### src/common/lpm_consts.svh
// Constants for the low power mode controller: field widths, timing counts.
// Assumes inclusion by bare name from rtl files and the package.
`ifndef LPM_CONSTS_SVH
`define LPM_CONSTS_SVH
`define LPM_WAIT_W 3
`define LPM_SUBDIV_W 2
`define LPM_MEDDIV_W 2
`define LPM_CLK_NS 100
// Oscillator settling per wake_wait_select code, in system clock states
`define LPM_WAIT_0 16'h2000
`define LPM_WAIT_1 16'h4000
`define LPM_WAIT_2 16'h0400
`define LPM_WAIT_3 16'h0800
`define LPM_WAIT_4 16'h1000
`define LPM_WAIT_5 16'h0040
`define LPM_WAIT_6 16'h0010
`define LPM_WAIT_7 16'h0001
`define LPM_CNT_W 16
// Subactive divider codes: watch clock /8, /4, /2
`define LPM_SUBDIV_RST 2'h0
`endif

### src/common/lpm_pkg.sv
// Types for the low power mode controller.
// Assumes lpm_consts.svh is on the include path.
`include "lpm_consts.svh"
package lpm_pkg;
  typedef enum logic [2:0] {
    LPM_ACTIVE_HS,
    LPM_ACTIVE_MS,
    LPM_SLEEP,
    LPM_STANDBY,
    LPM_WATCH,
    LPM_SUBSLEEP,
    LPM_SUBACTIVE,
    LPM_RESET
  } lpm_mode_t;
endpackage : lpm_pkg

### src/common/lpm_wait_if.sv
// Handshake between the mode sequencer and its settling-wait counter.
// Assumes one clock domain shared by both ends.
`timescale 1ns/1ps
`include "lpm_consts.svh"
interface lpm_wait_if;
  logic start;
  logic [`LPM_WAIT_W-1:0] sel;
  logic done;
  modport seq (output start, output sel, input done);
  modport cnt (input start, input sel, output done);
endinterface : lpm_wait_if

### src/rtl/lpm_ctrl.sv
// Low power mode sequencer: mode state, clock and block enables, I/O gating.
// Assumes the CPU presents control bits and a one-cycle SLEEP pulse synchronously.
// Summary of operation
// Standby stops main oscillator; CPU and peripherals stop unless watchdog oscillator runs. Code: main osc on with i_wdt_osc_on; CPU always off.
// Standby floats all general-purpose I/O pins.
// Standby wake restarts oscillator, waits settling time, then interrupt handling.
// Standby exits to medium speed if medium select set, else high speed.
// Interrupt mask or disabled interrupt keeps standby, watch, subsleep asleep.
// Outside party holds reset pin low until oscillator is stable.
// After oscillator settles and reset pin rises, reset handling starts.
// Watch stops CPU and peripherals except RTC, aux timer, event counter.
// Watch and subsleep keep I/O pins at previous levels.
// Watch wake goes to high speed, medium speed or subactive by select bits.
// Watch wake into active waits settling time before interrupt handling.
// Subsleep halts CPU; peripherals run except ADC and PWM.
// Subsleep wake starts interrupt handling and continues in subactive.
// Subactive stops main oscillator; CPU and peripherals run from subclock.
// Subactive left only by SLEEP; target from the five select bits.
// Subactive clock is watch clock over 2, 4 or 8.
// New subactive divider applies only after a SLEEP instruction.
// Medium speed keeps everything running; peripherals use medium divider.
// SLEEP in medium speed goes to standby, watch or sleep by selects.
// Medium speed also moves directly to high speed or subactive.
// Reset pin low in medium speed resets CPU and drops the mode.
// SLEEP with direct transfer set switches active/subactive without halting; code halts in watch leaving subactive with standby and watch selects.
// Mode register returns to high speed when reset handling begins.
`timescale 1ns/1ps
`include "lpm_consts.svh"
module lpm_ctrl
  import lpm_pkg::*;
(
  input wire logic i_sys_clk, // System clock, 10 MHz
  input wire logic i_rst, // Async reset, high
  input wire logic i_ce, // Clock enable
  input wire logic i_reset_pin_n, // External reset pin, low active
  input wire logic i_sleep, // SLEEP instruction pulse
  input wire logic i_irq, // Any interrupt request pending
  input wire logic i_irq_en, // That interrupt's enable bit
  input wire logic i_cc_mask, // Interrupt mask bit of condition_code_reg
  input wire logic i_wdt_osc_on, // Watchdog on-chip oscillator enabled
  input wire logic i_dt_irq_en, // Direct transition interrupt enabled
  input wire logic i_standby_select, // system_control_one
  input wire logic i_low_speed_select, // system_control_one
  input wire logic i_watch_select, // system_control_one
  input wire logic [2:0] i_wake_wait_select, // system_control_one
  input wire logic [1:0] i_medium_divider, // system_control_one, hi:lo
  input wire logic i_medium_speed_select, // system_control_two
  input wire logic i_direct_transfer_select, // system_control_two
  input wire logic [1:0] i_subactive_divider, // system_control_two, hi:lo
  input wire logic [7:0] i_core_out, // Port data from core
  input wire logic [7:0] i_core_oe_n, // Port enable from core, low drives
  output logic [2:0] o_mode, // Current mode code
  output logic o_main_osc_en, // Main oscillator runs
  output logic o_cpu_run, // CPU clock enabled
  output logic o_cpu_reset, // CPU held in reset
  output logic o_periph_run, // General peripherals clocked
  output logic o_rtc_run, // RTC, aux timer, event counter clocked
  output logic o_adc_pwm_run, // ADC and PWM clocked
  output logic o_use_subclock, // System runs from subclock
  output logic [1:0] o_sub_div, // Applied subactive divider
  output logic [1:0] o_med_div, // Applied medium divider
  output logic o_irq_start, // Start interrupt handling, pulse
  output logic o_reset_start, // Start reset handling, pulse
  output logic [7:0] o_pin_out, // Port pin data
  output logic [7:0] o_pin_oe_n // Port pin enable, low drives
);
  lpm_mode_t mode;
  lpm_mode_t next_mode;
  lpm_mode_t wake_to;
  lpm_mode_t next_wake_to;
  logic waiting;
  logic next_waiting;
  logic [1:0] sub_div;
  logic [1:0] next_sub_div;
  logic irq_start;
  logic next_irq_start;
  logic reset_start;
  logic next_reset_start;
  logic rst_wait;
  logic next_rst_wait;
  logic wake_ok;
  lpm_wait_if wif ();

  // Masked or disabled interrupts never wake the device
  assign wake_ok = i_irq && i_irq_en && !i_cc_mask;
  assign wif.sel = i_wake_wait_select;

  // Mode sequencing
  always_comb
  begin
    next_mode = mode;
    next_wake_to = wake_to;
    next_waiting = waiting;
    next_sub_div = sub_div;
    next_irq_start = 1'b0;
    next_reset_start = 1'b0;
    next_rst_wait = rst_wait;
    wif.start = 1'b0;
    if (!i_reset_pin_n)
    begin
      // Oscillator restarts; pin holder must keep it low until stable
      next_mode = LPM_RESET;
      next_waiting = 1'b0;
      if (!rst_wait)
      begin
        wif.start = 1'b1;
        next_rst_wait = 1'b1;
      end
    end
    else if (mode == LPM_RESET)
    begin
      // Reset pin high: begin reset handling in high speed
      next_mode = LPM_ACTIVE_HS;
      next_reset_start = 1'b1;
      next_rst_wait = 1'b0;
    end
    else if (waiting)
    begin
      if (wif.done)
      begin
        next_mode = wake_to;
        next_waiting = 1'b0;
        next_irq_start = 1'b1;
      end
    end
    else
    begin
      unique case (mode)
        LPM_STANDBY:
          if (wake_ok)
          begin
            next_wake_to = i_medium_speed_select ? LPM_ACTIVE_MS : LPM_ACTIVE_HS;
            next_waiting = 1'b1;
            wif.start = 1'b1;
          end
        LPM_WATCH:
          if (wake_ok)
          begin
            if (i_low_speed_select)
            begin
              next_mode = LPM_SUBACTIVE;
              next_irq_start = 1'b1;
            end
            else
            begin
              next_wake_to = i_medium_speed_select ? LPM_ACTIVE_MS : LPM_ACTIVE_HS;
              next_waiting = 1'b1;
              wif.start = 1'b1;
            end
          end
        LPM_SUBSLEEP, LPM_SLEEP:
          if (wake_ok)
          begin
            next_mode = (mode == LPM_SUBSLEEP) ? LPM_SUBACTIVE : LPM_ACTIVE_HS;
            next_irq_start = 1'b1;
          end
        LPM_ACTIVE_HS, LPM_ACTIVE_MS, LPM_SUBACTIVE:
          if (i_sleep)
          begin
            // Divider latched at SLEEP so a write before it applies after
            next_sub_div = i_subactive_divider;
            if (i_direct_transfer_select && i_dt_irq_en && !i_cc_mask)
            begin
              // Direct transfer keeps the program running, except subactive to active via watch, halted while settling
              if (i_standby_select && i_watch_select && i_low_speed_select)
              begin
                next_mode = LPM_SUBACTIVE;
                next_irq_start = 1'b1;
              end
              else if (mode == LPM_SUBACTIVE && i_standby_select && i_watch_select)
              begin
                // Leaving subactive needs the oscillator to settle
                next_wake_to = i_medium_speed_select ? LPM_ACTIVE_MS : LPM_ACTIVE_HS;
                next_mode = LPM_WATCH;
                next_waiting = 1'b1;
                wif.start = 1'b1;
              end
              else if (!i_standby_select && !i_low_speed_select)
              begin
                next_mode = i_medium_speed_select ? LPM_ACTIVE_MS : LPM_ACTIVE_HS;
                next_irq_start = 1'b1;
              end
            end
            else if (mode == LPM_SUBACTIVE)
            begin
              if (!i_standby_select)
                next_mode = LPM_SUBSLEEP;
              else if (i_watch_select)
                next_mode = LPM_WATCH;
            end
            else if (!i_standby_select)
              next_mode = LPM_SLEEP;
            else
              next_mode = i_watch_select ? LPM_WATCH : LPM_STANDBY;
          end
      endcase
    end
  end

  always_ff @(posedge i_sys_clk or posedge i_rst)
  begin
    if (i_rst)
    begin
      mode <= LPM_ACTIVE_HS;
      wake_to <= LPM_ACTIVE_HS;
      waiting <= 1'b0;
      sub_div <= `LPM_SUBDIV_RST;
      irq_start <= 1'b0;
      reset_start <= 1'b0;
      rst_wait <= 1'b0;
    end
    else if (i_ce)
    begin
      mode <= next_mode;
      wake_to <= next_wake_to;
      waiting <= next_waiting;
      sub_div <= next_sub_div;
      irq_start <= next_irq_start;
      reset_start <= next_reset_start;
      rst_wait <= next_rst_wait;
    end
  end

  // Per-mode clock and block enables, registered for clean outputs
  logic next_osc, next_cpu, next_per, next_rtc, next_adc, next_sub, next_cpurst;
  always_comb
  begin
    next_osc = 1'b1;
    next_cpu = 1'b0;
    next_per = 1'b0;
    next_rtc = 1'b1;
    next_adc = 1'b0;
    next_sub = 1'b0;
    next_cpurst = 1'b0;
    if (next_waiting)
    begin
      next_osc = 1'b1;
    end
    else
    begin
      unique case (next_mode)
        LPM_ACTIVE_HS, LPM_ACTIVE_MS:
        begin
          next_cpu = 1'b1;
          next_per = 1'b1;
          next_adc = 1'b1;
        end
        LPM_SLEEP:
        begin
          next_per = 1'b1;
          next_adc = 1'b1;
        end
        LPM_STANDBY:
        begin
          next_osc = i_wdt_osc_on;
          next_rtc = i_wdt_osc_on;
          next_per = i_wdt_osc_on;
        end
        LPM_WATCH:
          next_osc = i_wdt_osc_on;
        LPM_SUBSLEEP:
        begin
          next_osc = 1'b0;
          next_per = 1'b1;
          next_sub = 1'b1;
        end
        LPM_SUBACTIVE:
        begin
          next_osc = 1'b0;
          next_cpu = 1'b1;
          next_per = 1'b1;
          next_sub = 1'b1;
        end
        LPM_RESET:
          next_cpurst = 1'b1;
      endcase
    end
  end

  always_ff @(posedge i_sys_clk or posedge i_rst)
  begin
    if (i_rst)
    begin
      o_main_osc_en <= 1'b1;
      o_cpu_run <= 1'b1;
      o_periph_run <= 1'b1;
      o_rtc_run <= 1'b1;
      o_adc_pwm_run <= 1'b1;
      o_use_subclock <= 1'b0;
      o_cpu_reset <= 1'b0;
      o_mode <= 3'h0;
      o_sub_div <= `LPM_SUBDIV_RST;
      o_med_div <= 2'h0;
      o_irq_start <= 1'b0;
      o_reset_start <= 1'b0;
    end
    else if (i_ce)
    begin
      o_main_osc_en <= next_osc;
      o_cpu_run <= next_cpu;
      o_periph_run <= next_per;
      o_rtc_run <= next_rtc;
      o_adc_pwm_run <= next_adc;
      o_use_subclock <= next_sub;
      o_cpu_reset <= next_cpurst;
      o_mode <= next_mode;
      o_sub_div <= next_sub_div;
      o_med_div <= i_medium_divider;
      o_irq_start <= next_irq_start;
      o_reset_start <= next_reset_start;
    end
  end

  lpm_wait_timer u_wait (
    .i_sys_clk(i_sys_clk),
    .i_rst(i_rst),
    .i_ce(i_ce),
    .w(wif.cnt)
  );

  // Standby floats pins; watch and subsleep freeze them
  lpm_port_hold #(.NPINS(8)) u_ports (
    .i_sys_clk(i_sys_clk),
    .i_rst(i_rst),
    .i_ce(i_ce),
    .i_float(mode == LPM_STANDBY),
    .i_freeze(mode == LPM_WATCH || mode == LPM_SUBSLEEP),
    .i_core_out(i_core_out),
    .i_core_oe_n(i_core_oe_n),
    .o_pin_out(o_pin_out),
    .o_pin_oe_n(o_pin_oe_n)
  );
endmodule : lpm_ctrl

### src/rtl/lpm_port_hold.sv
// Per-pin I/O gating: float in standby, freeze level in watch and subsleep.
// Assumes mode controls arrive registered from the sequencer.
`timescale 1ns/1ps
module lpm_port_hold #(
  parameter int NPINS = 8
) (
  input wire logic i_sys_clk, // System clock
  input wire logic i_rst, // Async reset, high
  input wire logic i_ce, // Clock enable
  input wire logic i_float, // Standby: release pins
  input wire logic i_freeze, // Watch/subsleep: keep level
  input wire logic [NPINS-1:0] i_core_out, // Core pin data
  input wire logic [NPINS-1:0] i_core_oe_n, // Core enable, low drives
  output logic [NPINS-1:0] o_pin_out, // Pin data
  output logic [NPINS-1:0] o_pin_oe_n // Pin enable, low drives
);
  genvar g;
  generate
    for (g = 0; g < NPINS; g++)
    begin : g_pin
      logic held_out;
      logic held_oe_n;
      logic next_out;
      logic next_oe_n;
      // Frozen pins keep the last registered value
      always_comb
      begin
        next_out = held_out;
        next_oe_n = held_oe_n;
        if (i_float)
        begin
          next_oe_n = 1'b1;
        end
        else if (!i_freeze)
        begin
          next_out = i_core_out[g];
          next_oe_n = i_core_oe_n[g];
        end
      end
      always_ff @(posedge i_sys_clk or posedge i_rst)
      begin
        if (i_rst)
        begin
          held_out <= 1'b0;
          held_oe_n <= 1'b1;
        end
        else if (i_ce)
        begin
          held_out <= next_out;
          held_oe_n <= next_oe_n;
        end
      end
      assign o_pin_out[g] = held_out;
      assign o_pin_oe_n[g] = held_oe_n;
    end
  endgenerate
endmodule : lpm_port_hold

### src/rtl/lpm_wait_timer.sv
// Oscillator settling counter started by the sequencer.
// Assumes start pulses only while no wait is running.
`timescale 1ns/1ps
`include "lpm_consts.svh"
module lpm_wait_timer (
  input wire logic i_sys_clk, // System clock
  input wire logic i_rst, // Async reset, high
  input wire logic i_ce, // Clock enable
  lpm_wait_if.cnt w // Wait handshake
);
  logic [`LPM_CNT_W-1:0] cnt;
  logic [`LPM_CNT_W-1:0] next_cnt;
  logic busy;
  logic next_busy;
  logic done;
  logic next_done;
  logic [`LPM_CNT_W-1:0] load;

  // Wait length per select code
  always_comb
  begin
    unique case (w.sel)
      3'h0: load = `LPM_WAIT_0;
      3'h1: load = `LPM_WAIT_1;
      3'h2: load = `LPM_WAIT_2;
      3'h3: load = `LPM_WAIT_3;
      3'h4: load = `LPM_WAIT_4;
      3'h5: load = `LPM_WAIT_5;
      3'h6: load = `LPM_WAIT_6;
      3'h7: load = `LPM_WAIT_7;
    endcase
  end

  // Countdown; done is a one-cycle pulse at expiry
  always_comb
  begin
    next_cnt = cnt;
    next_busy = busy;
    next_done = 1'b0;
    if (w.start)
    begin
      next_cnt = load;
      next_busy = 1'b1;
    end
    else if (busy)
    begin
      if (cnt <= 16'h0001)
      begin
        next_busy = 1'b0;
        next_done = 1'b1;
      end
      else
      begin
        next_cnt = cnt - 16'h0001;
      end
    end
  end

  always_ff @(posedge i_sys_clk or posedge i_rst)
  begin
    if (i_rst)
    begin
      cnt <= 16'h0000;
      busy <= 1'b0;
      done <= 1'b0;
    end
    else if (i_ce)
    begin
      cnt <= next_cnt;
      busy <= next_busy;
      done <= next_done;
    end
  end

  assign w.done = done;
endmodule : lpm_wait_timer
### config.mk
export PLATFORM = sky130hd
export DESIGN_NAME = lpm_ctrl
export DESIGN_NICKNAME = d
export VERILOG_FILES = /design/src/common/lpm_pkg.sv /design/src/common/lpm_wait_if.sv /design/src/rtl/lpm_ctrl.sv /design/src/rtl/lpm_port_hold.sv /design/src/rtl/lpm_wait_timer.sv
export VERILOG_INCLUDE_DIRS = /design/src /design/src/common
export SDC_FILE = /design/constraint.sdc
export NUM_CORES = 1
export LEC_CHECK = 0
export BUFFER_PORTS_ARGS = -buffer_cell sky130_fd_sc_hd__buf_2
export CAP_MARGIN = 15
export CORE_MARGIN = 1
export CORE_UTILIZATION = 40
export DETAILED_ROUTE_END_ITERATION = 6
export PLACE_DENSITY = 0.59
export SYNTH_ARGS = -nofsm -noshare
export SYNTH_HDL_FRONTEND = slang
export SYNTH_SLANG_ARGS = --single-unit
export TNS_END_PERCENT = 30
### constraint.sdc
create_clock -name i_sys_clk -period 3.97 [get_ports i_sys_clk]
set_input_delay 0.794 -clock i_sys_clk [delete_from_list [all_inputs] [get_ports i_sys_clk]]
set_output_delay 0.794 -clock i_sys_clk [all_outputs]
set_load 0.02 [all_outputs]
**Yosys cells after proc, flatten, opt, wreduce, memory -nomap -nowiden**

Memory sizes are Yosys's and may differ from the RTL's.
Index checks and enable logic that the tools add are counted.

- Logic and storage cells: 199
- Memories kept: 1
- Memory bits (read-only): 64
- Output and inout port bits: 32
- Register bits after elaboration: 55

- Bitwise operators: 4
- Add/subtract/negate cells: 1
- Order comparisons: 1
- Equality and inequality tests: 24
- Reductions and logical operators: 30
- Muxes and demuxes: 104

Memories:

| name | depth | width | read ports | clocked after memory_dff | write ports | line | RTL |
|---|---|---|---|---|---|---|---|
| (name not given) | 8 | 8 | 1 | 0 | 0 | lpm_wait_timer.sv:22 | `unique case (w.sel)` |

Operators by type and width:

| kind | number |
|---|---|
| 3-bit two-way mux | 25 |
| 1-bit two-way mux | 65 |
| 16-bit two-way mux | 3 |
| 3-bit == test, second input constant | 8 |
| 3-bit case mux with 3 select lines | 2 |
| 16-bit by 1-bit less-or-equal comparator with 1-bit output, second input constant | 1 |
| 16-bit by 1-bit subtractor with 16-bit output, second input constant | 1 |
| 2-bit inequality test, second input constant | 7 |
| 3-bit by 2-bit == test with 1-bit output, second input constant | 4 |
| 12-bit AND reduction | 1 |
| 2-bit two-way mux | 5 |
| 1-bit logical AND | 9 |
| 3-bit OR reduction | 3 |
| 3-bit by 1-bit == test with 1-bit output, second input constant | 2 |
| 3-bit zero test | 2 |
| 2-bit by 1-bit inequality test with 1-bit output, second input constant | 3 |
| 1-bit case mux with 3 select lines | 2 |
| 3-bit AND reduction | 2 |
| 6-bit AND reduction | 1 |
| 2-bit OR reduction | 3 |
| 5-bit OR reduction | 1 |
| 1-bit NOT | 4 |
| 1-bit case mux with 2 select lines | 2 |
| 2-bit AND reduction | 2 |
| 4 further kinds | 6 |

**Logic depth before layout (Yosys ltp)**

- Depth after elaboration: 15
- Depth in mapped cells: 9
- Mapped depth without buffers: 9

**Hierarchy**

Synthesis repeated with hierarchy kept, for this count alone.

- Cell total of the unflattened synthesis: 341
- Area, all modules: 3324.4 um^2

Modules (own cells, without submodules):

| module | times used | cells an instance | area an instance (um^2) | sequential area each (um^2) |
|---|---|---|---|---|
| lpm_ctrl | 1 | 158 | 1427.6 | 481.7 |
| lpm_wait_timer | 1 | 121 | 1108.6 | 450.4 |
| lpm_port_hold | 1 | 62 | 788.3 | 410.4 |

**Least setup slack after synthesis**

OpenSTA, ideal clock, no wires.

- Path type: input -> register
- From: in i_standby_select
- To: reg o_rtc_run
- Cell stages on the path: 8
- Arrival time: 2.374 ns
- Buffers on the path: 1
- Slack: 1.519 ns
- Data required time: 3.893 ns
- Path through: buf_2 or3_1 a31oi_1 a211oi_1 o311ai_2 a21oi_1 nor2b_1 a31oi_1

- Cells in the longest elaborated chain, start to end: 14
- Elaborated cells between the ends (all ways): 29
- Classes of those cells: eq/ne (1); mux (22); reduce/logical (6)

RTL lines:

| what | line | RTL |
|---|---|---|
| from (decl) | lpm_ctrl.sv:42 | `input wire logic i_standby_select,` |
| 1-bit zero test | - |  |
| 1-bit logical AND | lpm_ctrl.sv:178 | `else if (!i_standby_select && !i_low_speed_select)` |
| 3-bit two-way mux | lpm_ctrl.sv:178 |  |
| 3-bit two-way mux | lpm_ctrl.sv:170 | `else if (mode == LPM_SUBACTIVE && i_standby_select && i_watch_select)` |
| 3-bit two-way mux | lpm_ctrl.sv:165 | `if (i_standby_select && i_watch_select && i_low_speed_select)` |
| 3-bit two-way mux | lpm_ctrl.sv:162 | `if (i_direct_transfer_select && i_dt_irq_en && !i_cc_mask)` |
| 3-bit two-way mux | lpm_ctrl.sv:158 | `if (i_sleep)` |
| 3-bit case mux with 3 select lines | lpm_ctrl.sv:128 | `unique case (mode)` |
| 3-bit two-way mux | lpm_ctrl.sv:117 | `else if (waiting)` |
| 3-bit two-way mux | lpm_ctrl.sv:110 | `else if (mode == LPM_RESET)` |
| 3-bit two-way mux | lpm_ctrl.sv:99 | `if (!i_reset_pin_n)` |
| 3-bit by 2-bit == test with 1-bit output | lpm_ctrl.sv:241 | `unique case (next_mode)` |
| 1-bit two-way mux | lpm_ctrl.sv:241 |  |
| 1-bit two-way mux * | lpm_ctrl.sv:235 | `if (next_waiting)` |
| to (signal assigned) | lpm_ctrl.sv:302 | `o_rtc_run <= next_rtc;` |
| to (decl) | lpm_ctrl.sv:57 | `output logic o_rtc_run,` |

Mark *: on every way between the ends. The rest lies on a longest branch, timed or not.
A chain may end at the register's enable or synchronous reset.

==> out/metrics.cfg <==
[setup_path]
crit_buf_inv = 0
cp-end-kind = register
ff2ff_path_depth = 7
r2r_slack_ns = 1.28
rr_endpoint = u_wait.cnt[14]$_DFFE_PP0P_
rr_startpoint = o_mode[1]$_DFFE_PP0P_
cp-start-kind = register
crit_chain = or4b_1 -> a21oi_1 -> o2111ai_1 -> o21ai_2 -> o21ai_4 -> a311o_1 -> o21a_1
cp_max_fo = 19
arrival_ns = 2.89
crit_slowest_cell = dfrtp_1
slowest_delay_ns = 0.59
critPathTopFamily = compound AO/OA/AOI/OAI gates
worstPathRequired_ns = 4.17
crit_type = reg2reg

[placement]
post-place-ws_ns = 1.01
dpl-instance-area_um2 = 3360
port_buffers = 69
gp_congestion = 0.811
dp_hpwl_um = 4880

[yosys]
synth_nets = 358
ys_types = 68
syn_avg_cell_area_um2 = 9.68
synthArstFlopShare = 1.00
synth-seq-cells = 53
synth_edf_count = 0
synth_ff_type = dfrtp_1
yosysWarnings = 0
syn_inst = 318
ys_seq_area_frac = 0.436
syn_area_um2 = 3080

[clocking]
path_clk_slew_ns = 0.09
cts_hold_buf = 0
cts-root-buf = clkbuf_8
cts_buffers = 5
insertion_delay_ns = 0.30
cts_resized = 0
clockBufferDepth = 2
cts.htree.levels = 2
cts_sinks = 53
post-cts-setup-buffer-count = 0
cts_tree = done

[power_and_ir_drop]
combPwrFrac = 0.397
internal_power_w = 0.00117
power_density_nw_per_um2 = 557
switchingPower_w = 0.000765
power_frac_seq = 0.451
p_sw_frac = 0.396
clock_power_share = 0.153
p_leak_nw = 1.48
peakVddDrop_uv = 282

[layout]
fill_cells = 719
drive_gt1_frac = 0.327
stdcell_area_um2 = 3460
final_core_util = 0.473
fin_nets = 406
syn2layout_area_growth_pct = 12.5
n_antenna_cell = 0

[status]
status = finished clean

[global_route]
gr-total-overflow = 0
antenna_found_initial = 0
grt_pass1_vias = 2290
grt.total_usage = 0.174
grt_max_degree = 54
grt_pass1_wl_um = 11500

[timing]
max_freq_mhz = 371
setup_ws_ns = 1.28
rsz0062_at_grt = false
setup_viol = 0
tns_ns = 0
hold_viol_final = 0
worst_pin_slew_ns = 0.908
timing.final.crit_period_ns = 2.69
whs_ns = 0.471
finalClockSkew_ns = 0.0113
slew_violations = 0
final.period_utilization = 0.678
slew_headroom = 0.389

[die]
ioPinCount = 70
core_area_um2 = 7330
fp.dieH_um = 89.7
dieArea_um2 = 8050
die_w_um = 89.7
initial_core_util = 0.420
num_rows = 31

[routing]
totalWireLength_um = 6830
first_pass_iters = 4
drtIter0Drc = 149
vias = 2548
wl_per_cell_um = 14.7
drc_errors = 0
vias_per_cell = 5.47
ant_nets = 0

[hold_path]
hold_class = in2async

[flow_run]
maxCapViolCount = 0

[power groups by stage]
stage                     Combinational, W  Clock (W)  Sequential (W)
final                             0.000766   0.000295        0.000871
after global placement            0.000756          0        0.000876
after global routing              0.000846   0.000328        0.000898
after detailed placement          0.000766          0        0.000879
after CTS                         0.000770   0.000305        0.000869
after floorplan                   0.000625          0        0.000875
[worst reg2reg max path, stage by stage, from the launching register on]
cell       delay (ns)
dfrtp_1          0.59
or4b_1           0.58
a21oi_1          0.15
o2111ai_1        0.20
o21ai_2          0.36
o21ai_4          0.27
a311o_1          0.34
o21a_1           0.11
[cell families after synthesis]
logic type / Yosys count / synth area share
AOI/OAI and AO/OA: 90 / 0.203
and+or+nand+nor: 106 / 0.196
adders and majority gates: 2 / 0.00813
buffers and inverters: 45 / 0.0825
xor gates and xnor gates: 7 / 0.0199
DFF: 53 / 0.436
muxes: 15 / 0.0540
[final cells by class]
type                            instances  area, um^2  area share
Inverter                               14        52.6      0.0152
Multi-Input combinational cell        220        1480       0.428
Sequential cell                        53        1340       0.388
Clock inverter                          2        10.0     0.00289
Timing Repair Buffer                   72         380       0.110
Clock buffer                            6        72.6      0.0209
Tap cell                               99         124      0.0358
[through the flow]
| step | instances | total power [W] |
|---|---|---|
| CTS | 465 | 0.00194 |
| global route | 466 | 0.00207 |
| finish | 466 | 0.00193 |
| detailed placement | 457 | 0.00165 |
| floorplan | 318 | 0.00150 |
| global placement | 457 | 0.00163 |
[synthesized netlist by cell type, drive strengths merged (5+ instances only)]
master  number  area [um^2]
a31oi        6         37.5
nor4b        5         58.8
nor2        31          119
dfstp       13          342
mux2        13          146
nor4         6         52.6
dfrtp       40         1000
o22a         8         70.1
nor3        10         55.1
nand2       20         77.6
a21oi       19         95.1
xnor2        6         52.6
clkbuf       7         26.3
inv         13         48.8
a211oi       5         37.5
nand3b       5         37.5
buf         24          175
o21ai       23          130
[cell usage in the layout (no fill, tap or decap), types with 6 or more instances in the layout]
cell / count
a21oi_1: 19
a31oi_1: 6
buf_2: 69
dfrtp_1: 40
dfstp_2: 13
inv_1: 12
mux2_2: 13
nand2_1: 19
nor2_1: 30
nor3_1: 9
o21ai_0: 17
o22a_1: 8
xnor2_1: 6
[sequential cells by signal, indices dropped and copies added, names as in the netlist, 2 cells and up]
| name | flops |
|---|---|
| u_ports.g_pin.held_oe_n | 8 |
| o_sub_div | 2 |
| u_ports.g_pin.held_out | 8 |
| o_med_div | 2 |
| o_mode | 3 |
| u_wait.cnt | 16 |
[per-layer routing]
metal  global-route usage  up-vias  routed length, um
met5                    0        -                  0
met4               0.0328        0                 44
met3               0.0288        5                357
met2                0.254       86               2910
met1                0.270     1210               3520
li1                     -     1247                  -
[how the worst max path moves through the flow]
stage                               start  slack [ns]  cells past startpoint                    endpoint
floorplan                i_standby_select        1.52                      8       o_rtc_run$_DFFE_PP1P_
global placement       i_low_speed_select        1.05                      8  u_wait.cnt[14]$_DFFE_PP0P_
detailed placement     i_low_speed_select        1.01                      8  u_wait.cnt[14]$_DFFE_PP0P_
CTS                 o_mode[1]$_DFFE_PP0P_        1.30                      7  u_wait.cnt[14]$_DFFE_PP0P_
global route        o_mode[2]$_DFFE_PP0P_        1.07                      7  u_wait.cnt[14]$_DFFE_PP0P_
finish              o_mode[1]$_DFFE_PP0P_        1.28                      7  u_wait.cnt[14]$_DFFE_PP0P_
(Power assumes the default switching activity.)
